===== src/hdl/chg_pins_pkg.sv =====
// shared constants and types of the charger control-pin block
// assumes a 50 MHz core clock and a 32-bit avalon-mm register port
package chg_pins_pkg;

   // clock and timing
   localparam int unsigned CLK_HZ        = 50000000;
   localparam longint unsigned LONG_TMR_S = 900;   // 15 min safety timer
   localparam longint unsigned SHORT_TMR_S = 32;   // 32 s safety timer
   localparam longint unsigned LONG_TMR_CYC  = LONG_TMR_S * CLK_HZ;
   localparam longint unsigned SHORT_TMR_CYC = SHORT_TMR_S * CLK_HZ;
   localparam int unsigned FAULT_PULSE_NS = 128000; // 128 us
   localparam int unsigned FAULT_PULSE_CYC = FAULT_PULSE_NS / 20;
   localparam int unsigned LED_TICK_NS    = 1000000; // 1 ms blink unit
   localparam int unsigned LED_TICK_CYC   = LED_TICK_NS / 20;

   // register byte offsets
   localparam logic [3:0] OFS_CTRL   = 4'h0;
   localparam logic [3:0] OFS_SAFETY = 4'h4;
   localparam logic [3:0] OFS_LED    = 4'h8;
   localparam logic [3:0] OFS_STATUS = 4'hC;

   // control register fields
   localparam int CTL_BOOST_SW = 0;  // software boost request
   localparam int CTL_PIN_EN   = 1;  // boost pin enable
   localparam int CTL_PIN_POL  = 2;  // 1: pin active high
   localparam int CTL_STAT_EN  = 3;  // status output enable
   localparam int CTL_LONG_TMR = 4;  // 1: 15 min timer, 0: 32 s
   localparam int CTL_ILIM_500 = 5;  // software input limit select
   localparam logic [5:0] CTRL_RST = 6'h0E;

   // safety limit register
   localparam logic [7:0] SAFETY_DEF = 8'h00;

   // led register fields: current [3:0], on [15:8], off [23:16]
   localparam int LED_ON_LSB  = 8;
   localparam int LED_OFF_LSB = 16;

   // synchronised pin bundle
   typedef struct packed {
      logic unlock;
      logic chg_off;
      logic boost;
   } pins_t;

   typedef enum logic [1:0] {
      LED_IDLE = 2'b00,
      LED_ON   = 2'b01,
      LED_OFF  = 2'b10
   } led_state_t;

endpackage : chg_pins_pkg


===== src/hdl/charger_control_pin_logic.sv =====
// control-pin logic of a switch-mode charger: safety limit lock, charge
// disable, boost request pin, open-drain status output, indicator timing
// assumes charge_active and fault_event come from logic on mclk;
// pins arrive asynchronously and are synchronised here
//
// Contract
// [RULE1] unlock low: safety limit held at default, writes to it ignored
// [RULE2] unlock high: limit writable until first write to another register
// [RULE3] charge enabled when disable pin low, disabled when high
// [RULE4] disabled charging puts both supply inputs in high impedance
// [RULE5] long timer mode: disable pin high resets the 15 min timer
// [RULE6] short timer mode: disable pin high leaves 32 s timer counting
// [RULE7] active boost pin forces bus converter into boost
// [RULE8] boost pin overrides software boost; software may disable the pin
// [RULE9] control bit selects active level of the boost pin
// [RULE10] after reset the pin only selects input current limit
// [RULE11] in that role pin high gives 500 mA, low gives 100 mA
// [RULE12] status pulls low while charging, open otherwise
// [RULE13] a fault sends one 128 us pulse on the status output
// [RULE14] status output disabled while its enable bit is clear
// [RULE15] indicator current, on and off time come from a register
// [RULE16] lock stays until unlock goes low or reset
// [RULE17] disable, unlock and boost pins synchronised before use
//
// Design decisions made here: register access over Avalon-MM and the address map.
`timescale 1ns/1ps
`default_nettype none
module charger_control_pin_logic
   import chg_pins_pkg::*;
#(
   parameter longint unsigned LONG_CYC  = LONG_TMR_CYC,
   parameter longint unsigned SHORT_CYC = SHORT_TMR_CYC,
   parameter int unsigned     FAULT_CYC = FAULT_PULSE_CYC,
   parameter int unsigned     TICK_CYC  = LED_TICK_CYC
) (
   // clock and reset
   input  wire logic        mclk,
   input  wire logic        rst_n,
   // avalon-mm slave
   input  wire logic [3:0]  address,
   input  wire logic        read,
   input  wire logic        write,
   input  wire logic [31:0] writedata,
   output var  logic [31:0] readdata,
   output var  logic        waitrequest,
   // asynchronous pins
   input  wire logic        safety_limit_unlock,
   input  wire logic        charge_disable_pin,
   input  wire logic        boost_request_pin,
   // analog-side events on mclk
   input  wire logic        charge_active,
   input  wire logic        fault_event,
   // control outputs
   output var  logic        charge_enable,
   output var  logic        supply_hiz,
   output var  logic        boost_mode,
   output var  logic        input_current_limit,
   output var  logic        timer_expired,
   output var  logic [7:0]  safety_limit,
   // open-drain status pin
   output var  logic        stat_o,
   output var  logic        stat_oe,
   // indicator driver
   output var  logic [3:0]  led_current
);

   pins_t      meta_q;
   pins_t      pin_q;
   logic [5:0] ctrl_q;
   logic [7:0] safety_q;
   logic [23:0] led_q;
   logic       locked_q;
   logic       por_role_q;
   logic       wr_acc;
   pins_t      pin_raw;
   logic [35:0] tmr_q;
   logic [12:0] fault_cnt_q;
   logic       fault_d1_q;
   logic [15:0] tick_q;
   logic [7:0] phase_q;
   led_state_t led_st_q;
   logic       pin_hit;

   // [RULE17] two-stage synchroniser
   // first stage feeds only the second
   assign pin_raw = {safety_limit_unlock, charge_disable_pin, boost_request_pin};
   for (genvar i = 0; i < 3; i++) begin : g_sync
      always_ff @(posedge mclk) begin
         if (!rst_n) begin
            meta_q[i] <= 1'b0;
            pin_q[i]  <= 1'b0;
         end else begin
            meta_q[i] <= pin_raw[i];
            pin_q[i]  <= meta_q[i];
         end
      end
   end

   // bus handshake: one wait cycle, then the access completes
   assign wr_acc = write && !waitrequest;

   always_ff @(posedge mclk) begin
      if (!rst_n) begin
         waitrequest <= 1'b1;
      end else begin
         waitrequest <= !((read || write) && waitrequest);
      end
   end

   // read data latched in the wait cycle so it stands at the done edge
   always_ff @(posedge mclk) begin
      if (!rst_n) begin
         readdata <= 32'h0000_0000;
      end else if (read && waitrequest) begin
         unique case (address)
            OFS_CTRL:   readdata <= {26'h0, ctrl_q};
            OFS_SAFETY: readdata <= {24'h00, safety_q};
            OFS_LED:    readdata <= {8'h00, led_q};
            OFS_STATUS: readdata <= {26'h0, timer_expired, por_role_q,
                                     locked_q, input_current_limit,
                                     boost_mode, charge_enable};
            default:    readdata <= 32'h0000_0000;
         endcase
      end
   end

   // control and indicator registers
   always_ff @(posedge mclk) begin
      if (!rst_n) begin
         ctrl_q <= CTRL_RST;
         led_q  <= 24'h00_0000;
      end else if (wr_acc) begin
         if (address == OFS_CTRL) begin
            ctrl_q <= writedata[5:0];
         end
         if (address == OFS_LED) begin
            led_q <= writedata[23:0];
         end
      end
   end

   // [RULE1] default while unlock is low
   // [RULE2] writes accepted only while unlocked
   always_ff @(posedge mclk) begin
      if (!rst_n || !pin_q.unlock) begin
         safety_q <= SAFETY_DEF;
      end else if (wr_acc && address == OFS_SAFETY && !locked_q) begin
         safety_q <= writedata[7:0];
      end
   end

   // [RULE16] lock set by another write, cleared by unlock low
   always_ff @(posedge mclk) begin
      if (!rst_n || !pin_q.unlock) begin
         locked_q <= 1'b0;
      end else if (wr_acc && address != OFS_SAFETY) begin
         locked_q <= 1'b1;
      end
   end

   // [RULE10] power-on role ends at first control write
   always_ff @(posedge mclk) begin
      if (!rst_n) begin
         por_role_q <= 1'b1;
      end else if (wr_acc && address == OFS_CTRL) begin
         por_role_q <= 1'b0;
      end
   end

   // [RULE9] configured polarity
   assign pin_hit = ctrl_q[CTL_PIN_EN] && (pin_q.boost == ctrl_q[CTL_PIN_POL]);

   // converter outputs registered from synchronised state
   always_ff @(posedge mclk) begin
      if (!rst_n) begin
         charge_enable       <= 1'b0;
         supply_hiz          <= 1'b1;
         boost_mode          <= 1'b0;
         input_current_limit <= 1'b0;
         safety_limit        <= SAFETY_DEF;
      end else begin
         // [RULE3] enable from pin level
         charge_enable <= !pin_q.chg_off;
         // [RULE4] supply inputs released
         supply_hiz    <= pin_q.chg_off;
         safety_limit  <= safety_q;
         if (por_role_q) begin
            // [RULE11] pin picks 500 or 100 mA
            input_current_limit <= pin_q.boost;
            boost_mode          <= ctrl_q[CTL_BOOST_SW];
         end else begin
            input_current_limit <= ctrl_q[CTL_ILIM_500];
            // [RULE7] pin forces boost
            // [RULE8] enabled pin overrides software
            boost_mode <= ctrl_q[CTL_PIN_EN] ? pin_hit : ctrl_q[CTL_BOOST_SW];
         end
      end
   end

   // safety timer; short mode keeps counting through a disable
   always_ff @(posedge mclk) begin
      if (!rst_n) begin
         tmr_q         <= 36'h0_0000_0000;
         timer_expired <= 1'b0;
      end else if (ctrl_q[CTL_LONG_TMR] && pin_q.chg_off) begin
         // [RULE5] long timer restarts
         tmr_q         <= 36'h0_0000_0000;
         timer_expired <= 1'b0;
      end else if (!timer_expired) begin
         // [RULE6] short timer keeps counting
         tmr_q <= tmr_q + 36'h1;
         if (tmr_q + 36'h1 >= 36'(ctrl_q[CTL_LONG_TMR] ? LONG_CYC : SHORT_CYC)) begin
            timer_expired <= 1'b1;
         end
      end
   end

   // [RULE13] one pulse per fault edge; a new edge restarts it
   always_ff @(posedge mclk) begin
      if (!rst_n) begin
         fault_d1_q  <= 1'b0;
         fault_cnt_q <= 13'h0000;
      end else begin
         fault_d1_q <= fault_event;
         if (fault_event && !fault_d1_q) begin
            fault_cnt_q <= 13'(FAULT_CYC);
         end else if (fault_cnt_q != 13'h0000) begin
            fault_cnt_q <= fault_cnt_q - 13'h1;
         end
      end
   end

   // status pin; pulse drives low, output data is always zero
   always_ff @(posedge mclk) begin
      if (!rst_n) begin
         stat_o  <= 1'b0;
         stat_oe <= 1'b0;
      end else begin
         stat_o <= 1'b0;
         // [RULE14] enable bit gates the pin
         // [RULE12] low while charging
         stat_oe <= ctrl_q[CTL_STAT_EN] &&
                    ((fault_cnt_q != 13'h0000) || (charge_active && !pin_q.chg_off));
      end
   end

   // indicator tick; a coarse unit keeps the phase counters short
   always_ff @(posedge mclk) begin
      if (!rst_n || tick_q == 16'(TICK_CYC - 1)) begin
         tick_q <= 16'h0000;
      end else begin
         tick_q <= tick_q + 16'h1;
      end
   end

   // [RULE15] blink from programmed current, on and off times
   // zero on time keeps it dark, zero off time keeps it lit
   always_ff @(posedge mclk) begin
      if (!rst_n) begin
         led_st_q    <= LED_IDLE;
         phase_q     <= 8'h00;
         led_current <= 4'h0;
      end else begin
         unique case (led_st_q)
            LED_IDLE: begin
               led_current <= 4'h0;
               if (led_q[LED_ON_LSB +: 8] != 8'h00) begin
                  led_st_q <= LED_ON;
                  phase_q  <= led_q[LED_ON_LSB +: 8];
               end
            end
            LED_ON: begin
               led_current <= led_q[3:0];
               if (led_q[LED_ON_LSB +: 8] == 8'h00) begin
                  led_st_q <= LED_IDLE;
               end else if (tick_q == 16'h0000) begin
                  if (phase_q > 8'h01) begin
                     phase_q <= phase_q - 8'h1;
                  end else if (led_q[LED_OFF_LSB +: 8] != 8'h00) begin
                     led_st_q <= LED_OFF;
                     phase_q  <= led_q[LED_OFF_LSB +: 8];
                  end else begin
                     phase_q <= led_q[LED_ON_LSB +: 8];
                  end
               end
            end
            LED_OFF: begin
               led_current <= 4'h0;
               if (tick_q == 16'h0000) begin
                  if (phase_q > 8'h01) begin
                     phase_q <= phase_q - 8'h1;
                  end else if (led_q[LED_ON_LSB +: 8] != 8'h00) begin
                     led_st_q <= LED_ON; // no idle pass, on time stays exact
                     phase_q  <= led_q[LED_ON_LSB +: 8];
                  end else begin
                     led_st_q <= LED_IDLE;
                  end
               end
            end
            default: begin
               led_st_q <= LED_IDLE;
            end
         endcase
      end
   end
endmodule : charger_control_pin_logic
`default_nettype wire


===== config.mk =====
export PLATFORM = sky130hd
export DESIGN_NAME = charger_control_pin_logic
export DESIGN_NICKNAME = d
export VERILOG_FILES = /design/src/hdl/chg_pins_pkg.sv /design/src/hdl/charger_control_pin_logic.sv
export SDC_FILE = /design/constraint.sdc
export NUM_CORES = 1
export LEC_CHECK = 0
export BUFFER_PORTS_ARGS = -buffer_cell sky130_fd_sc_hd__buf_2
export CAP_MARGIN = 20
export CORE_UTILIZATION = 53
export DETAILED_ROUTE_END_ITERATION = 8
export GPL_TIMING_DRIVEN = 1
export PLACE_DENSITY = 0.89
export SYNTH_ARGS = -nofsm -noshare
export SYNTH_HDL_FRONTEND = slang
export SYNTH_SLANG_ARGS = --single-unit
export TNS_END_PERCENT = 10

===== constraint.sdc =====
create_clock -name mclk -period 2.7 [get_ports mclk]
set_input_delay 0.405 -clock mclk [delete_from_list [all_inputs] [get_ports mclk]]
set_output_delay 0.405 -clock mclk [all_outputs]
set_load 0.01 [all_outputs]

==> Word level (Yosys, flattened, before mapping) <==
Index checks and enable logic that the tools add are counted.
{ "op_classes": {"eq_ne": 16, "n_addsub": 4, "mux": 27, "order_cmp": 2, "n_reduce_logical": 40, "n_bitwise": 1} }
{ "ops": {"columns": ["operator", "count"], "rows": [
  ["$pmux W24 S4", 1],
  ["$mux W8", 7],
  ["$add A36 B1 Y36 const B", 1],
  ["$ge A36 B36 Y1", 1],
  ["$mux W36", 1],
  ["$mux W13", 2],
  ["$pmux W8 S3", 1],
  ["$add A16 B1 Y16 const B", 1],
  ["$eq A16 B16 Y1 const B", 1],
  ["$logic_not A16 Y1", 1],
  ["$reduce_bool A8 Y1", 2],
  ["$mux W2", 7],
  ["$reduce_bool A13 Y1", 1],
  ["$sub A13 B1 Y13 const B", 1],
  ["$logic_and A1 B1 Y1", 12],
  ["$ne A2 B2 Y1 const B", 5],
  ["$ne A3 B3 Y1 const B", 3],
  ["$eq A4 B4 Y1 const B", 2],
  ["$gt A8 B1 Y1 const B", 1],
  ["$logic_not A8 Y1", 1],
  ["$pmux W4 S2", 1],
  ["$sub A8 B1 Y8 const B", 1],
  ["$logic_not A1 Y1", 7],
  ["$mux W1", 6],
  ["16 further kinds", 23]
]} }
{ "word_totals": {"reg_bits": 173, "out_inout_bits": 52} }

==> Longest topological paths before layout <==
Gate-level depths: netlist of the first run.
{ "logic_depth": {"depth_word": 6, "ltp_mapped": 15, "depth_no_buf": 13} }

==> Worst setup path before layout of the first run <==
Ideal clock, no wire load.
{ "synth_path": {"path_kind": "reg-to-reg", "startpoint": "register tmr_q[6]", "endpoint": "register timer_expired", "period_less_slack_ns": 2.798, "path_stages_with_launch": 14, "slack_ns": -0.098, "arrival_time_ns": 2.735, "cell_sequence": "dfxtp_1 -> clkbuf_1 -> and3_1 -> nand3_1 -> nor2_1 -> nand4_1 -> or2_2 -> xnor2_1 -> ha_1 -> and3_1 -> nand4_1 -> a2111oi_0 -> o31ai_1 -> nand3_1"} }
{ "synth_via": {"elab_chain_len": 4} }
{ "synth_lines": {"columns": ["element", "line_no", "rtl"], "rows": [
  ["start: declaration", "charger_control_pin_logic.sv:76", "logic [35:0] tmr_q;"],
  ["start signal: assignment", "charger_control_pin_logic.sv:211", "tmr_q <= tmr_q + 36'h1;"],
  ["$add A36 B1 Y36", "charger_control_pin_logic.sv:212", "if (tmr_q + 36'h1 >= 36'(ctrl_q[CTL_LONG_TMR] ? LONG_CYC : SHORT_CYC)) begin"],
  ["$ge A36 B36 Y1", "charger_control_pin_logic.sv:212", null],
  ["$mux W1", "charger_control_pin_logic.sv:212", null],
  ["$mux W1", "charger_control_pin_logic.sv:209", "end else if (!timer_expired) begin"],
  ["end signal: assignment", "charger_control_pin_logic.sv:204", "timer_expired <= 1'b0;"],
  ["end signal: assignment", "charger_control_pin_logic.sv:208", "timer_expired <= 1'b0;"],
  ["end signal: assignment", "charger_control_pin_logic.sv:213", "timer_expired <= 1'b1;"],
  ["end: declaration", "charger_control_pin_logic.sv:58", "output var logic timer_expired,"]
]} }
No other way between the ends.
A chain may end at the register's enable or synchronous reset.

==> Worst setup path in the final report of the first run <==
{ "layout_path": {"startpoint": "register tmr_q[15]", "endpoint": "register timer_expired"} }
Same word-level chain as after synthesis.

==> impl_metrics.tcl, run 1 <==
set metrics [dict create \
    status "finished, violations left" \
    violations "negative setup slack" \
    r2r-start "tmr_q[15]" \
    dieHeight_um 126 \
    ys_async_sr_fraction_pct 0 \
    multi_input_area_um2 4610 \
    clock_power_share_pct 41.7 \
    place_area_um2 9060 \
    cts-root-buf "clkbuf_16" \
    die_w_um 126 \
    finalClockSkew_ps 6.46 \
    place_hpwl_mm 13.8 \
    via_count 7469 \
    route.detailed.drc 0 \
    syn_area_per_cell_um2 8.42 \
    final-max-slew-violation-count 0 \
    ant_nets 0 \
    period_minus_slack_ps 2760 \
    tns_ps -60.2 \
    synth_cell_types 58 \
    nets 1153 \
    overflow 0 \
    routed_wl_mm 20.4 \
    r2r-end "timer_expired" \
    drv_cap 0 \
    synth_edf_count 0 \
    tightest_slew_ps 1040 \
    p_leak_uw 0.00398 \
    grt_max_degree 51 \
    ys_seq_area_share_pct 40.6 \
    reg2reg_depth 13 \
    fillers 1070 \
    grt_pass1_wl_mm 32.9 \
    fmax_mhz 362 \
    crit_fanout 4 \
    crit_type "reg -> reg" \
    cp-start-kind "register" \
    ys_warn_count 0 \
    synthesis.area_um2 8130 \
    swShare_pct 25.7 \
    port-buffer-count 79 \
    internal-power_uw 4300 \
    synth-main-ff-cell "dfxtp_1" \
    diodes 0 \
    antenna_found_initial 1 \
    required_ps 3080 \
    final_common_cell "dfxtp_1" \
    regToRegSetupSlack_ps -60 \
    dieArea_um2 15800 \
    insertion_delay_ps 430 \
    design_area_um2 9760 \
    cts_sinks 165 \
    startpoint "tmr_q[15]" \
    synthCells 966 \
    finalWorstSetupSlack_ps -60.2 \
    register_area_um2 3310 \
    viasPerCell 5.83 \
    dr.pass1.iters 5 \
    fin_crit_sh_pct 102 \
    setup_viol 1 \
    rows 44 \
    clockBufferDepth 2 \
    first_iter_violations 637 \
    wl_per_cell_um 15.9 \
    final_cell_mix "dfxtp_1, nand2_1, nor2_1" \
    holdPathStages 2 \
    hold_viol 0 \
    io_pins 97 \
    grt_pass1_vias 7080 \
    crit_arrival_ps 3140 \
    place.gp.congestion 0.930 \
    crit_end "timer_expired" \
    combinationalPowerShare_pct 12.7 \
    end_kind "register" \
    rsz0062_at_grt "yes" \
    final_layout_size_suffix_gt1_share_pct 19.1 \
    ys_seq_elements 165 \
    cts_tree "done" \
    p_per_area_nw_per_um2 594 \
    numCtsBuffers 17 \
    fp.coreArea_um2 14800 \
    maxSlewHeadroom_pct 30.4 \
    gr-usage-all-layers_pct 25.7 \
    hold_path.class "in -> reg" \
    initial_core_util_pct 55.1 \
    htree_levels 4 \
    area_growth_pct 20.1 \
    peakVddDrop_mv 0.648 \
    cts.reportedPaths.clkPinSlew_ps 60 \
    power.share.sequential_pct 45.6 \
    p_switching_uw 1490 \
]
power groups by stage:
stage                     clock, uW  combinational (uW)  sequential (uW)
after detailed placement          0                 719             2690
after global placement            0                 697             2680
after global routing           2540                 833             2660
after CTS                      2440                 732             2640
final                          2420                 734             2640
after floorplan                   0                 572             2670
layout make-up:
| class | count | area share, % |
|---|---|---|
| inverter | 23 | 0.885 |
| clock buffer | 22 | 4.86 |
| clock inverter | 10 | 1.24 |
| timing repair buffer | 150 | 9.51 |
| multi-input combinational | 727 | 47.2 |
| tap | 184 | 2.36 |
| sequential | 165 | 33.9 |
cells by family after synthesis:
kind of cell | after synthesis | share of synthesized area (%)
AOI/OAI and AO/OA | 178 | 14.3
xor gates and xnor gates | 75 | 8.08
adders and majority gates | 24 | 3.69
buffers and inverters | 82 | 4.31
DFF | 165 | 40.6
muxes | 30 | 3.69
other | 1 | 0.0461
and+or+nand+nor | 411 | 25.2
how the worst min path moves through the flow:
stage / start / end / slack, ps
after floorplan: meta_q[0] / pin_q[0] / 410
after global placement: meta_q[1] / pin_q[1] / 410
after detailed placement: meta_q[2] / pin_q[2] / 420
after CTS: write / waitrequest / 180
after global routing: write / waitrequest / 200
final: write / waitrequest / 190
metrics by stage:
step / cells / worst slack, ps / utilization [%] / total power (uW) / hold WS (ps)
after floorplan: 974 / 5.46 / - / 3240 / 412
after global placement: 1247 / -56.8 / 61.4 / 3380 / 414
after detailed placement: 1247 / -105 / 61.4 / 3410 / 418
after CTS: 1279 / 12.1 / 65.6 / 5810 / 183
after global routing: 1281 / -235 / 66.1 / 6020 / 199
final: 1281 / -60.2 / 66.1 / 5790 / 188
repair_timing:
action / CTS / global route
pin swaps: 5 / 17
resized for setup: 6 / 19
buffers inserted: 0 / 2
hold buffers: 0 / 0
endpoints found under the setup margin: 1 / 1
synth_stat cells, types with 2 or more instances:
cell,count,share of area (%)
o21a_1,2,0.18
ha_1,24,3.7
xnor2_1,41,4.4
a221oi_1,2,0.22
inv_1,23,1.1
dfxtp_1,165,41
o21ai_1,2,0.12
o21ai_0,35,2.2
o31ai_1,6,0.55
nand4_1,16,1.2
a22o_1,2,0.22
clkbuf_1,43,2.0
nor4b_1,7,0.75
a21boi_0,30,2.8
and4_1,3,0.32
nor2_1,93,4.3
xor2_1,34,3.7
nand3_1,33,2.0
and3_1,10,0.77
nor3_1,24,1.5
a21o_1,4,0.37
nor3b_1,2,0.18
o22ai_1,10,0.77
buf_4,10,0.92
a21oi_1,33,2.0
nand2_1,111,5.1
buf_1,2,0.092
and2_1,23,1.8
or2_2,2,0.15
a31oi_1,5,0.38
a22oi_1,29,2.7
nor4_1,9,0.69
buf_2,3,0.18
o31a_1,2,0.22
nor2b_1,40,3.1
a211oi_1,6,0.55
or3_1,22,1.7
mux2i_1,30,3.7
nand2b_1,3,0.23
or4_1,6,0.55
a311oi_1,2,0.22
worst max-delay path, cell delays in order, from the launching register on:
cell,delay (ps)
dfxtp_1,360
nand4_2,140
or3_4,450
nor3_4,230
nand3b_1,170
nor2_1,150
xor2_1,90
ha_1,310
nand4_1,80
nor2_1,90
nand2_1,80
nor4b_2,340
o31ai_1,120
nand3_1,100
flip-flops by register name, summed over array words and instances (netlist names), 6 cells and up:
register	cells
ctrl_q	6
fault_cnt_q	13
led_q	24
phase_q	8
readdata	24
safety_limit	8
safety_q	8
tick_q	16
tmr_q	36
layer usage:
metal	wire, um	GRT usage (%)
met5	13	0
met4	639	12.9
met3	1380	5.99
met2	9640	43.2
met1	8730	30.8
Power figures use the tool's default switching activity.
==> run 2: changes to the inputs <==
Settings changed: CORE_UTILIZATION 53 to 59, PLACE_DENSITY 0.89 to 0.93.
Clock period 2.7 ns to 3 ns, I/O delays scaled along.
==> run 2 against run 1 <==
Effect of this change: the flow now finishes without violations; sequential share of layout area is 1.5 points higher; sequential power down 9.8%; design area fell by 4.4%; total power shrank 13%.
==> impl_metrics.tcl, run 2 (synthesis gave the netlist of run 1 again) <==
set metrics [dict create \
    status "finished clean" \
    period_minus_slack_ps 2840 \
    reg.largest.list "tmr_q x36, led_q x24, readdata x24" \
    r2r-start "tmr_q[10]" \
    grt_pass1_vias 6887 \
    diodes 0 \
    nets 1114 \
    hold_path.class "in -> reg" \
    place.gp.congestion 0.908 \
    fp.coreArea_um2 13300 \
    worstPathCellList "nand4_1 > or3_4 > nor3_2 > nand3b_1 > nor2_2 > xor2_1 > ha_1 > nand4_1 > nor2_1 > nand2_1 > nor4b_2 > o31ai_1 > nand3_1" \
    drv_cap 0 \
    final_common_cell "dfxtp_1" \
    gr-usage-all-layers_pct 28.3 \
    final-max-slew-violation-count 0 \
    cts_tree "done" \
    via_count 7440 \
    r2r-end "timer_expired" \
    setup_viol 0 \
    crit_end "timer_expired" \
    cp-start-kind "register" \
    p_leak_uw 0.00375 \
    reg2reg_depth 13 \
    crit_family "simple AND/OR/NAND/NOR gates" \
    route.detailed.drc 0 \
    fin_crit_sh_pct 94.7 \
    initial_core_util_pct 60.9 \
    clockBufferDepth 2 \
    finalClockSkew_ps 9.81 \
    finalWorstSetupSlack_ps 160 \
    largest_reg_flops 36 \
    regToRegSetupSlack_ps 160 \
    maxSlewHeadroom_pct 33.4 \
    crit_fanout 5 \
    port-buffer-count 79 \
    cts_sinks 165 \
    htree_levels 4 \
    p_per_area_nw_per_um2 541 \
    tns_ps 0 \
    insertion_delay_ps 440 \
    grt_pass1_wl_mm 32.5 \
    end_kind "register" \
    routed_wl_mm 20.0 \
    cts.reportedPaths.clkPinSlew_ps 70 \
    cts-root-buf "clkbuf_16" \
    crit_path_max_incr_delay_ps 450 \
    crit_buf_inv 0 \
    grt_max_degree 71 \
    area_growth_pct 14.8 \
    crit_arrival_ps 3230 \
    final_layout_size_suffix_gt1_share_pct 14.7 \
    antenna_found_initial 0 \
    ant_nets 0 \
    numCtsBuffers 17 \
    path_depth 13 \
    max_flop_register "tmr_q" \
    crit_type "reg -> reg" \
    place_hpwl_mm 13.4 \
    first_iter_violations 766 \
    tightest_slew_ps 991 \
    io_pins 97 \
    die_w_um 119 \
    cts_setup_buffers 0 \
    fillers 953 \
    overflow 0 \
    startpoint "tmr_q[10]" \
    hold_buffers 0 \
    dieArea_um2 14300 \
    viasPerCell 6.03 \
    peakVddDrop_mv 0.417 \
    pre_cts_slack_ps 19.4 \
    hold_viol 0 \
    required_ps 3380 \
    final_cell_mix "dfxtp_1, nand2_1, nor2_1" \
    fmax_mhz 352 \
    crit_top_cell "nand4_1" \
    dr.pass1.iters 5 \
    rows 42 \
    cp_slowest_cell "or3_4" \
    dieHeight_um 119 \
    wl_per_cell_um 16.2 \
]
[run 2: through the flow]
step	total power [uW]	instance area [um^2]	cells	hold WS, ps	utilization [%]
final	5050	9330	1234	229	69.9
after CTS	5050	9310	1234	221	69.8
after global placement	3030	8770	1202	415	65.7
after floorplan	2920	8160	974	412	-
after detailed placement	3070	8770	1202	422	65.7
after global routing	5250	9330	1234	244	69.9
[run 2: worst min-delay path by stage]
stage | start | endpoint | slack [ps] | cells past startpoint
3_5_place_dp | meta_q[1] | pin_q[1] | 420 | 1
6_report | write | waitrequest | 230 | 2
4_1_cts | write | waitrequest | 220 | 2
2_1_floorplan | meta_q[0] | pin_q[0] | 410 | 1
3_3_place_gp | meta_q[1] | pin_q[1] | 410 | 1
5_1_grt | write | waitrequest | 240 | 2
[run 2: area by class of cell]
| type | count | area, um^2 | share of cell area [%] |
|---|---|---|---|
| clock inverters | 13 | 100 | 1.07 |
| clock buffers | 19 | 433 | 4.64 |
| well taps | 176 | 220 | 2.36 |
| inverters | 23 | 86.3 | 0.925 |
| multi-input cells | 727 | 4540 | 48.7 |
| repair buffers | 111 | 648 | 6.94 |
| flip-flops and latches | 165 | 3300 | 35.4 |
[run 2: per-layer routing]
| metal | GRT usage, % | part of all wire [%] | up-vias |
|---|---|---|---|
| li1 | - | - | 3506 |
| met1 | 35.1 | 42 | 3486 |
| met2 | 48.1 | 48 | 378 |
| met3 | 5.22 | 7.0 | 70 |
| met4 | 12.2 | 2.8 | 0 |
| met5 | 0 | 0 | - |
[run 2: timing repair]
action,CTS,global route
resized for setup,1,6
endpoints found under the setup margin,1,1
pin swaps,0,1
[run 2: power breakdown]
| group | internal, uW | switching, uW | total, uW |
|---|---|---|---|
| registers | 2290 | 91.0 | 2380 |
| clock network | 1070 | 941 | 2010 |
| logic | 284 | 371 | 655 |
| total | 3640 | 1400 | 5050 |
[run 2: worst register-to-register path: cells and delay by family, from the launching register on]
family          cells  cell delay [ps]
simple gates       10             1870
flops               1              400
fa+ha+maj           1              310
compound gates      1              110
xor+xnor            1               90
